==> src/design/lpc_defines.svh <==
// Register indices, field positions, reset values and timing figures of the LED/PHY control bank.
// Assumes a 100 MHz system clock; byte address of a register is four times its index.
`ifndef LPC_DEFINES_SVH
`define LPC_DEFINES_SVH

`define LPC_IDX_LED       8'h18
`define LPC_IDX_PHY       8'h19
`define LPC_IDX_IRQ_STAT  8'h1C
`define LPC_IDX_IRQ_MASK  8'h1D

`define LPC_F_BLINK_HI    10
`define LPC_F_BLINK_LO    9
`define LPC_F_LED_POL     7
`define LPC_F_LED_FORCE   4
`define LPC_F_LED_VAL     1
`define LPC_F_AUTOX       15
`define LPC_F_XOVER       14
`define LPC_F_BYPASS      7
`define LPC_F_MEANING     5

`define LPC_WMASK_LED     16'h07FF
`define LPC_WMASK_PHY     16'hC0E0
`define LPC_RST_LED       16'h0000
`define LPC_RST_PHY       16'h0020
`define LPC_RST_IRQ       2'h0

`define LPC_EV_LINK       0
`define LPC_EV_PAUSE      1

`define LPC_CLK_MHZ       100
`define LPC_BLINK_MS_0    50
`define LPC_BLINK_MS_1    100
`define LPC_BLINK_MS_2    200
`define LPC_BLINK_MS_3    500
`define LPC_MS_CYC(ms)    ((ms) * 1000 * `LPC_CLK_MHZ)
`define LPC_STRAP_CYC     2'h3

`endif

==> src/design/lpc_pkg.sv <==
// Types shared by the LED/PHY control bank.
// Assumes lpc_defines.svh supplies all numeric constants.
package lpc_pkg;

   typedef struct packed {
      logic [1:0] localAdv;    // Local advertisement {asym, pause}.
      logic [1:0] partnerAdv;  // Partner ability {asym, pause}.
      logic       fdxHcd;      // Common mode resolved to full duplex.
      logic       link100Fdx;  // 100 Mb/s full-duplex link up.
      logic       linkUp;
      logic       activity;
   } lpc_phy_s;

   typedef struct packed {
      logic       autoX;
      logic       meaning;
      logic [4:0] addr;
      logic       ledPol;
   } lpc_strap_s;

   typedef enum logic [0:0] {
      LPC_BUS_IDLE,
      LPC_BUS_RDWAIT
   } lpc_bus_e;

   typedef logic [3:0] lpc_sel_t;

endpackage

==> src/design/lpc_regs.sv <==
// LED control and PHY control register bank with AHB-Lite slave and interrupt.
// Assumes one clock, straps settled at reset release, PHY status on the same clock.
//
// How it works
// - Blink-rate field picks phase 50, 100, 200 or 500 ms.
// - Polarity bit set makes the LED active high, cleared active low.
// - Polarity starts from the LED pin strap; later writes override it.
// - Override-select drives the force-value bit straight onto the LED pin.
// - Auto-crossover enable bit turns automatic pair crossover on or off.
// - Forced crossover swaps receive and transmit pairs.
// - Receive-pause status resolved from both adverts, only in full duplex.
// - Transmit-pause status resolved from both adverts, only in full duplex.
// - Link status bit reads one only with 100 Mb/s full-duplex link.
// - Stretch-bypass shows raw activity instead of stretched activity.
// - Meaning bit one: LED shows link; zero: link plus activity blink.
`timescale 1ns/1ns
`include "lpc_defines.svh"
module lpc_regs
   import lpc_pkg::*;
#(
   parameter logic [25:0] BLINK_CYC_0 = 26'(`LPC_MS_CYC(`LPC_BLINK_MS_0)),
   parameter logic [25:0] BLINK_CYC_1 = 26'(`LPC_MS_CYC(`LPC_BLINK_MS_1)),
   parameter logic [25:0] BLINK_CYC_2 = 26'(`LPC_MS_CYC(`LPC_BLINK_MS_2)),
   parameter logic [25:0] BLINK_CYC_3 = 26'(`LPC_MS_CYC(`LPC_BLINK_MS_3))
)(
   input  wire logic        clk,
   input  wire logic        rst_n,
   input  wire logic        hsel,
   input  wire logic [31:0] haddr,
   input  wire logic [1:0]  htrans,
   input  wire logic        hwrite,
   input  wire logic [2:0]  hsize,
   input  wire logic [31:0] hwdata,
   input  wire logic        hready,
   output logic             hreadyout,
   output logic             hresp,
   output logic [31:0]      hrdata,
   input  wire lpc_phy_s    phyStat,
   input  wire lpc_strap_s  strapIn,
   output logic             statusLedPinOut,
   output logic             statusLedPinOe,
   output logic             autoXoverEn,
   output logic             crossPairs,
   output logic             pauseRxEn,
   output logic             pauseTxEn,
   output logic             irq
);

   lpc_strap_s strapMeta;
   lpc_strap_s strapSync;
   logic [1:0] strapCnt;
   logic [1:0] next_strapCnt;
   logic       strapDone;
   logic       next_strapDone;
   logic [4:0] strapAddr;
   logic [4:0] next_strapAddr;
   lpc_bus_e   busState;
   lpc_bus_e   next_busState;
   logic       next_hreadyout;
   logic [31:0] next_hrdata;
   lpc_sel_t   wrSel;
   lpc_sel_t   next_wrSel;
   lpc_sel_t   rdSel;
   lpc_sel_t   next_rdSel;
   logic [15:0] ledReg;
   logic [15:0] next_ledReg;
   logic [15:0] phyRw;
   logic [15:0] next_phyRw;
   logic [1:0] irqStat;
   logic [1:0] next_irqStat;
   logic [1:0] irqMask;
   logic [1:0] next_irqMask;
   logic [1:0] evt;
   logic       pauseRx;
   logic       pauseTx;
   logic       linkFdx;
   logic       next_pauseRx;
   logic       next_pauseTx;
   logic       next_linkFdx;
   logic       next_pinOut;
   logic       next_irq;
   logic       ledBase;
   logic       blinkPhase;
   logic       actShown;
   logic [25:0] phaseLen;
   logic [15:0] wd;
   logic       take;

   function automatic lpc_sel_t lpc_decode(input logic [31:0] a);
      lpc_sel_t s;
      s = 4'h0;
      if (a[31:10] == 22'h0 && a[1:0] == 2'h0) begin
         s[0] = (a[9:2] == `LPC_IDX_LED);
         s[1] = (a[9:2] == `LPC_IDX_PHY);
         s[2] = (a[9:2] == `LPC_IDX_IRQ_STAT);
         s[3] = (a[9:2] == `LPC_IDX_IRQ_MASK);
      end
      return s;
   endfunction

   // Straps come from pins, so they pass two flip-flops before use.
   always_ff @(posedge clk or negedge rst_n) begin
      if (!rst_n) begin
         strapMeta <= '0;
         strapSync <= '0;
      end else begin
         strapMeta <= strapIn;
         strapSync <= strapMeta;
      end
   end

   always_comb begin
      wd             = hwdata[15:0];
      take           = hsel && htrans[1] && hready && (busState == LPC_BUS_IDLE);
      next_strapCnt  = strapCnt;
      next_strapDone = strapDone;
      next_strapAddr = strapAddr;
      next_busState  = busState;
      next_hreadyout = hreadyout;
      next_hrdata    = hrdata;
      next_wrSel     = 4'h0;
      next_rdSel     = rdSel;
      next_ledReg    = ledReg;
      next_phyRw     = phyRw;
      next_irqMask   = irqMask;
      next_irqStat   = irqStat;
      // Straps are caught once the synchroniser has filled after reset release.
      if (!strapDone) begin
         next_strapCnt = strapCnt + 2'h1;
         if (strapCnt == `LPC_STRAP_CYC) begin
            next_strapDone                = 1'b1;
            next_strapAddr                = strapSync.addr;
            next_ledReg[`LPC_F_LED_POL]   = strapSync.ledPol;
            next_phyRw[`LPC_F_AUTOX]      = strapSync.autoX;
            next_phyRw[`LPC_F_MEANING]    = strapSync.meaning;
         end
      end
      // Write data phase; a write landing with the strap capture wins over it.
      if (wrSel[0]) begin
         next_ledReg = wd & `LPC_WMASK_LED;
      end
      if (wrSel[1]) begin
         next_phyRw = wd & `LPC_WMASK_PHY;
      end
      if (wrSel[2]) begin
         next_irqStat = irqStat & ~wd[1:0];
      end
      if (wrSel[3]) begin
         next_irqMask = wd[1:0];
      end
      case (busState)
         LPC_BUS_IDLE: begin
            if (take) begin
               if (hwrite) begin
                  next_wrSel = lpc_decode(haddr);
               end else begin
                  // A wait state lets a read see a write that ended just before it.
                  next_rdSel     = lpc_decode(haddr);
                  next_hreadyout = 1'b0;
                  next_busState  = LPC_BUS_RDWAIT;
               end
            end
         end
         LPC_BUS_RDWAIT: begin
            next_hrdata = 32'h0;
            if (rdSel[0]) begin
               next_hrdata[15:0] = ledReg;
            end
            if (rdSel[1]) begin
               next_hrdata[15:0] = phyRw | {2'h0, pauseRx, pauseTx, linkFdx, 6'h0, strapAddr};
            end
            if (rdSel[2]) begin
               next_hrdata[1:0] = irqStat;
            end
            if (rdSel[3]) begin
               next_hrdata[1:0] = irqMask;
            end
            next_hreadyout = 1'b1;
            next_busState  = LPC_BUS_IDLE;
         end
         default: begin
            next_hreadyout = 1'b1;
            next_busState  = LPC_BUS_IDLE;
         end
      endcase
   end

   // Set wins over a write-one clear in the same cycle.
   genvar g;
   generate
      for (g = 0; g < 2; g++) begin : gSticky
         always_ff @(posedge clk or negedge rst_n) begin
            if (!rst_n) begin
               irqStat[g] <= 1'b0;
            end else begin
               irqStat[g] <= next_irqStat[g] | evt[g];
            end
         end
      end
   endgenerate

   always_ff @(posedge clk or negedge rst_n) begin
      if (!rst_n) begin
         strapCnt  <= 2'h0;
         strapDone <= 1'b0;
         strapAddr <= 5'h0;
         busState  <= LPC_BUS_IDLE;
         hreadyout <= 1'b1;
         hresp     <= 1'b0;
         hrdata    <= 32'h0;
         wrSel     <= 4'h0;
         rdSel     <= 4'h0;
         ledReg    <= `LPC_RST_LED;
         phyRw     <= `LPC_RST_PHY;
         irqMask   <= `LPC_RST_IRQ;
      end else begin
         strapCnt  <= next_strapCnt;
         strapDone <= next_strapDone;
         strapAddr <= next_strapAddr;
         busState  <= next_busState;
         hreadyout <= next_hreadyout;
         hresp     <= 1'b0;
         hrdata    <= next_hrdata;
         wrSel     <= next_wrSel;
         rdSel     <= next_rdSel;
         ledReg    <= next_ledReg;
         phyRw     <= next_phyRw;
         irqMask   <= next_irqMask;
      end
   end

   always_comb begin
      case (ledReg[`LPC_F_BLINK_HI:`LPC_F_BLINK_LO])
         2'h0:    phaseLen = BLINK_CYC_0;
         2'h1:    phaseLen = BLINK_CYC_1;
         2'h2:    phaseLen = BLINK_CYC_2;
         default: phaseLen = BLINK_CYC_3;
      endcase
   end

   lpc_led_timer uTimer (
      .clk        (clk),
      .rst_n      (rst_n),
      .phaseLen   (phaseLen),
      .activity   (phyStat.activity),
      .bypass     (phyRw[`LPC_F_BYPASS]),
      .blinkPhase (blinkPhase),
      .actShown   (actShown)
   );

   always_comb begin
      // Pause resolution: symmetric when both pause, else asymmetric direction.
      next_pauseTx = phyStat.fdxHcd && ((phyStat.localAdv[0] && phyStat.partnerAdv[0]) ||
                     (!phyStat.localAdv[0] && (&phyStat.localAdv[1]) &&
                      (&phyStat.partnerAdv)));
      next_pauseRx = phyStat.fdxHcd && ((phyStat.localAdv[0] && phyStat.partnerAdv[0]) ||
                     ((&phyStat.localAdv) && !phyStat.partnerAdv[0] &&
                      phyStat.partnerAdv[1]));
      next_linkFdx = phyStat.link100Fdx;
      evt[`LPC_EV_LINK]  = (next_linkFdx != linkFdx);
      evt[`LPC_EV_PAUSE] = (next_pauseRx != pauseRx) || (next_pauseTx != pauseTx);
      if (phyRw[`LPC_F_MEANING]) begin
         ledBase = phyStat.linkUp;
      end else begin
         ledBase = phyStat.linkUp && (!actShown || blinkPhase);
      end
      if (ledReg[`LPC_F_LED_FORCE]) begin
         next_pinOut = ledReg[`LPC_F_LED_VAL];
      end else begin
         next_pinOut = ledReg[`LPC_F_LED_POL] ? ledBase : ~ledBase;
      end
      next_irq = |(irqStat & irqMask);
   end

   always_ff @(posedge clk or negedge rst_n) begin
      if (!rst_n) begin
         pauseRx         <= 1'b0;
         pauseTx         <= 1'b0;
         linkFdx         <= 1'b0;
         statusLedPinOut <= 1'b0;
         statusLedPinOe  <= 1'b0;
         autoXoverEn     <= 1'b0;
         crossPairs      <= 1'b0;
         pauseRxEn       <= 1'b0;
         pauseTxEn       <= 1'b0;
         irq             <= 1'b0;
      end else begin
         pauseRx         <= next_pauseRx;
         pauseTx         <= next_pauseTx;
         linkFdx         <= next_linkFdx;
         statusLedPinOut <= next_pinOut;
         statusLedPinOe  <= strapDone;  // The pin stays released while its strap is read.
         autoXoverEn     <= phyRw[`LPC_F_AUTOX];
         crossPairs      <= phyRw[`LPC_F_XOVER];
         pauseRxEn       <= pauseRx;
         pauseTxEn       <= pauseTx;
         irq             <= next_irq;
      end
   end
endmodule

==> src/design/lpc_led_timer.sv <==
// Blink phase generator and activity stretcher for the status LED.
// Assumes activity comes from logic on the same clock.
`timescale 1ns/1ns
`include "lpc_defines.svh"
module lpc_led_timer
   import lpc_pkg::*;
(
   input  wire logic        clk,
   input  wire logic        rst_n,
   input  wire logic [25:0] phaseLen,
   input  wire logic        activity,
   input  wire logic        bypass,
   output logic             blinkPhase,
   output logic             actShown
);

   logic [25:0] cnt;
   logic [25:0] next_cnt;
   logic        next_blinkPhase;
   logic        stretch;
   logic        next_stretch;
   logic        wrap;

   always_comb begin
      // Comparing with >= lets a switch to a faster rate take effect at once.
      wrap            = (cnt >= phaseLen - 26'h1);
      next_cnt        = wrap ? 26'h0 : cnt + 26'h1;
      next_blinkPhase = wrap ? ~blinkPhase : blinkPhase;
      // Activity is held to the end of the phase so that one short frame stays visible.
      next_stretch    = activity | (stretch & ~wrap);
   end

   always_ff @(posedge clk or negedge rst_n) begin
      if (!rst_n) begin
         cnt        <= 26'h0;
         blinkPhase <= 1'b0;
         stretch    <= 1'b0;
      end else begin
         cnt        <= next_cnt;
         blinkPhase <= next_blinkPhase;
         stretch    <= next_stretch;
      end
   end

   assign actShown = bypass ? activity : stretch;
endmodule

==> config.mk <==
export PLATFORM = sky130hd
export DESIGN_NAME = lpc_regs
export DESIGN_NICKNAME = d
export VERILOG_FILES = /design/src/design/lpc_pkg.sv /design/src/design/lpc_regs.sv /design/src/design/lpc_led_timer.sv
export VERILOG_INCLUDE_DIRS = /design/src /design/src/design
export SDC_FILE = /design/constraint.sdc
export NUM_CORES = 1
export LEC_CHECK = 0
export BUFFER_PORTS_ARGS = -buffer_cell sky130_fd_sc_hd__clkbuf_2
export CAP_MARGIN = 20
export CORE_ASPECT_RATIO = 1.1
export CORE_MARGIN = 2
export CORE_UTILIZATION = 53
export DETAILED_ROUTE_END_ITERATION = 16
export GPL_TIMING_DRIVEN = 0
export PLACE_DENSITY = 0.8
export REMOVE_ABC_BUFFERS = 1
export SLEW_MARGIN = 20
export SYNTH_ARGS = -nofsm -noshare
export SYNTH_HDL_FRONTEND = slang
export SYNTH_SLANG_ARGS = --single-unit
==> constraint.sdc <==
create_clock -name clk -period 3.05 [get_ports clk]
set_clock_uncertainty 0.05 [all_clocks]
set_input_delay 0.1525 -clock clk [delete_from_list [all_inputs] [get_ports clk]]
set_output_delay 0.1525 -clock clk [all_outputs]
set_load 0.05 [all_outputs]
==> impl.org <==
** Status
- The run finished with clean final reports.

** Clocking
- Skew-Pair Late Insertion Delay :: 0.38 ns
- The clock drives 108 sinks.
- Reg clk slew, reported paths :: 0.11 ns
- TritonCTS buffer count :: 9
- Max Buffers Root-to-Sink :: 2
- Number of buffers inserted by post-CTS setup repair :: 0
- The H-tree generated during clock tree synthesis spans 3 levels.
- The tree is rooted in a sky130_fd_sc_hd__clkbuf_8.
- TritonCTS clock tree :: built

** Cells and area
- Count of placed standard cells in the final layout, fillers left out :: 685
- Register area :: 0.00271 sq mm
- The number of antenna diodes in the final layout is 0.
- Count of fill cells added during filler insertion :: 716
- The net count of the finished layout is 682.
- The finished cells cover 0.00597 sq mm.
- From synthesis to final layout, the design area changed by 20.2%.
- Summing all multi-input logic gate instances after layout gives 0.00204 sq mm.
- Of the cells placed in the final design, the portion with a size suffix greater than 1 is 25.4%.

** Yosys
- Each instance of the synthesized netlist takes up on average 11.2 sq um.
- Post-synth top cells :: 106 x sky130_fd_sc_hd__dfrtp_1, 44 x sky130_fd_sc_hd__nor2_1, 32 x sky130_fd_sc_hd__nand2_1, 29 x sky130_fd_sc_hd__ha_1, 24 x sky130_fd_sc_hd__nand3_1
- Ranked by total cell area, the synthesized netlist is headed by sky130_fd_sc_hd__dfrtp_1 53%, sky130_fd_sc_hd__ha_1 7.3%, sky130_fd_sc_hd__mux2_2 4.3%.
- Most used flip-flop cell after synthesis :: sky130_fd_sc_hd__dfrtp_1
- Fraction of the mapped netlist area in adder cells :: 7.30%
- Post-synthesis cell count :: 445
- Yosys instantiated no cell more often than sky130_fd_sc_hd__dfrtp_1.
- Dominant combinational cell family by area after synthesis :: simple AND/OR/NAND/NOR gates
- The Yosys step of the flow raised 0 warnings.
- Fraction of the mapped netlist area in simple logic gates :: 14.6%
- Of the synthesized area, sequential elements account for 54.4%.
- Counting flops and latches in the post-synthesis netlist gives 108.
- The synthesized design spends more area on one cell type than any other, namely sky130_fd_sc_hd__dfrtp_1.
- Area share of the leading cell type in the synthesized netlist :: 53.4%
- In this run, synthesis inferred 0 flip-flops with an integrated enable.
- Combined area of all synthesized cells :: 0.00497 sq mm
- The synthesized netlist contains 44 unique library cells.
- Summing the areas of all compound-gate instances in the mapped netlist gives 7.50% of the synthesized area.
- Async S/R FF share, synth :: 100%
- Multiplexer cells account for 5.11% of the synthesized area.
- Post-Synth XOR/XNOR Area :: 5.29%

** Power
- Areal power density over the cells :: 452 mW/mm^2
- Relative contribution of sequential cells to total power :: 55.8%
- Net Switching :: 783 uW
- Overall power consumption after layout is estimated at 2.70 mW.
- Net switching is 29.0% of the power.
- Peak supply drop :: 0.399 mV
- The clock network is responsible for 32.3% of the overall power.
- Leakage power figure :: 2.96 nW
- Of the total power, combinational logic draws 12.0%.
- Pint :: 1.92 mW

** Die
- Area of the die :: 0.0102 sq mm
- Number of rows in the core area :: 37
- The floorplan step defined a core boundary enclosing 0.00926 sq mm.
- Once the floorplan was initialized, standard cells occupied 53.7% of the core.
- Vertical extent of the die :: 106 um
- For this design the top-level I/O count stands at 131.
- From left edge to right edge, the die measures 96.3 um.

** Timing
- Setup-violating endpoint count in the final report :: 0
- Fmax :: 350 MHz
- Setup TNS :: 0 ns
- Setup repair after global routing missed its margin :: no
- For the pin with the worst max-slew slack, the measured transition is 1.01 ns.
- WHS :: 0.0618 ns
- Final hold violation count :: 0
- Headroom to the max-slew limit came out at 32.5%.
- The final count of pins violating max slew is 0.
- Share of the cycle needed by the critical path after routing :: 93.8%
- Time the worst path needs with I/O delays and setup :: 2.86 ns

** Detailed routing
- After detailed routing, the average wire length per cell comes to 15.1 um.
- Via density :: 5.29
- Post-Route WL :: 10,300 um
- In the routed design, unresolved DRC markers number 0.
- Total via count after detailed routing :: 3,623
- The detail route stage leaves a number of antenna-violating nets equal to 0.
- The first TritonRoute pass finished after 4 iterations.
- In this run, the number of DRC markers left after iteration 0 of detailed routing was 226.

** Critical path
- Highest cell delay on the worst timing path :: 0.47 ns
- Along the worst path, the maximum fanout reaches 28.
- The worst setup path is captured at a flop.
- The worst register-to-register path begins at ledReg[9]$_DFFE_PN0P_.
- The worst register-to-register path has a setup slack of 0.19 ns.
- Reg2Reg Depth :: 10
- Reg-to-reg critical path endpoint :: uTimer.blinkPhase$_DFFE_PN0P_
- STA classifies the critical path startpoint as a flop.
- The slowest stage of the critical path belongs to the cell sky130_fd_sc_hd__dfrtp_1.
- CP Cell Sequence :: inv_2 -> ha_1 -> inv_1 -> ha_1 -> nand4_2 -> nor4_2 -> o2111ai_1 -> and3_1 -> nand2_4 -> xor2_1
- Critical path required time :: 3.30 ns
- For the worst setup path, the data arrival time is 3.11 ns.
- Among the stages of the critical path, the cell type that occurs most often is sky130_fd_sc_hd__ha_1.
- The critical path in this run is classified as flop to flop.

** Global route
- The number of antenna violations at the first check in global routing came to 0.
- Number of global-route vias before repair :: 3,821
- Summed over all layers, the global routing overflow is 0.
- Pin count of the biggest net entering global routing :: 97
- The first global-routing pass estimated 17,300 um of wire.
- Global routing used 21.9% of the available tracks across all layers.

** Placement
- Final GP Congestion :: 0.851
- After legalization and detailed placement, the total HPWL measured 6900 um.
- Port buffer count :: 90
- Placed inst area :: 0.00546 sq mm
- Placed Instances :: 638

** Min path
- Worst Hold Endpoint :: pauseRx$_DFF_PN0_
- Cells on Worst Hold Path :: 3
- The path class of the tightest hold or removal check is input pin to flop.
- In this run the most critical hold path is launched from phyStat[7].

** Run
- Max-cap violations in this run came to 0.
[worst max path at each step]
stage,startpoint,endpoint,slack [ns],depth (start not counted)
after floorplan,ledReg[9]$_DFFE_PN0P_,uTimer.blinkPhase$_DFFE_PN0P_,0.59,10
after global placement,ledReg[9]$_DFFE_PN0P_,uTimer.blinkPhase$_DFFE_PN0P_,0.24,10
after detailed placement,ledReg[9]$_DFFE_PN0P_,uTimer.blinkPhase$_DFFE_PN0P_,0.13,10
after CTS,ledReg[9]$_DFFE_PN0P_,uTimer.blinkPhase$_DFFE_PN0P_,0.10,10
after global routing,ledReg[9]$_DFFE_PN0P_,uTimer.blinkPhase$_DFFE_PN0P_,0.005,10
final,ledReg[9]$_DFFE_PN0P_,uTimer.blinkPhase$_DFFE_PN0P_,0.19,10
[metrics by stage]
stage	worst slack [ns]	utilization [%]
after floorplan	0.595	-
after global placement	0.240	58.6
after detailed placement	0.132	59.0
after CTS	0.105	64.5
after global routing	0.00520	64.5
final	0.189	64.5
[cells by family after synthesis]
kind of cell | Yosys count
xor gates and xnor gates | 30
buffers and inverters | 52
adders and majority gates | 29
AOI/OAI and AO/OA | 57
DFF | 108
and+or+nand+nor | 145
muxes | 23
other | 1
[state kept, by name, summed over array words and instances (netlist names), 2 cells and up]
name,flops
irqStat,2
uTimer.cnt,26
strapSync,8
strapMeta,8
strapCnt,2
ledReg,11
irqMask,2
phyRw,5
hrdata,16
wrSel,4
rdSel,4
strapAddr,5
[worst max-delay path, delay by kind of cell (launching register included)]
kind / cells / cell delay (ns)
xor+xnor: 1 / 0.17
compound gates: 1 / 0.17
fa+ha+maj: 2 / 0.55
buf+inv: 2 / 0.30
simple gates: 4 / 1.06
flops: 1 / 0.47
[layer usage]
layer  routed length, um  GRT usage [%]
met5                   0              0
met4                 219           8.35
met3                 594           4.07
met2                5440           37.4
met1                4090           27.4
[power by group through the flow]
stage          logic, mW  registers, mW  clock network (mW)
4_1_cts            0.321           1.50               0.882
5_1_grt            0.347           1.51               0.944
2_1_floorplan     0.0805           1.62                   0
6_report           0.323           1.51               0.872
3_5_place_dp       0.290           1.53                   0
3_3_place_gp       0.280           1.53                   0
[timing repair]
action,in CTS,in global routing
hold endpoints to repair,143,0
hold buffers,31,0
resized for setup,0,1
setup endpoints to repair,0,28
[layout make-up]
cell class	count	share of cell area, %
clock buffers	10	2.30
clock inverters	6	1.07
inverters	21	1.32
multi-input cells	301	34.2
flip-flops and latches	108	45.3
well taps	117	2.45
repair buffers	122	13.3
[placed cells by master, fill, tap and decap left out, drive strengths merged, types with 18 or more instances in the layout]
cell type,n
inv,24
dlygate4sd3,31
mux2,19
nor2,47
a21oi,18
nand2,33
nand3,24
dfrtp,106
clkbuf,100
ha,29
xor2,19
No activity file was read; power rests on OpenSTA's default activity.
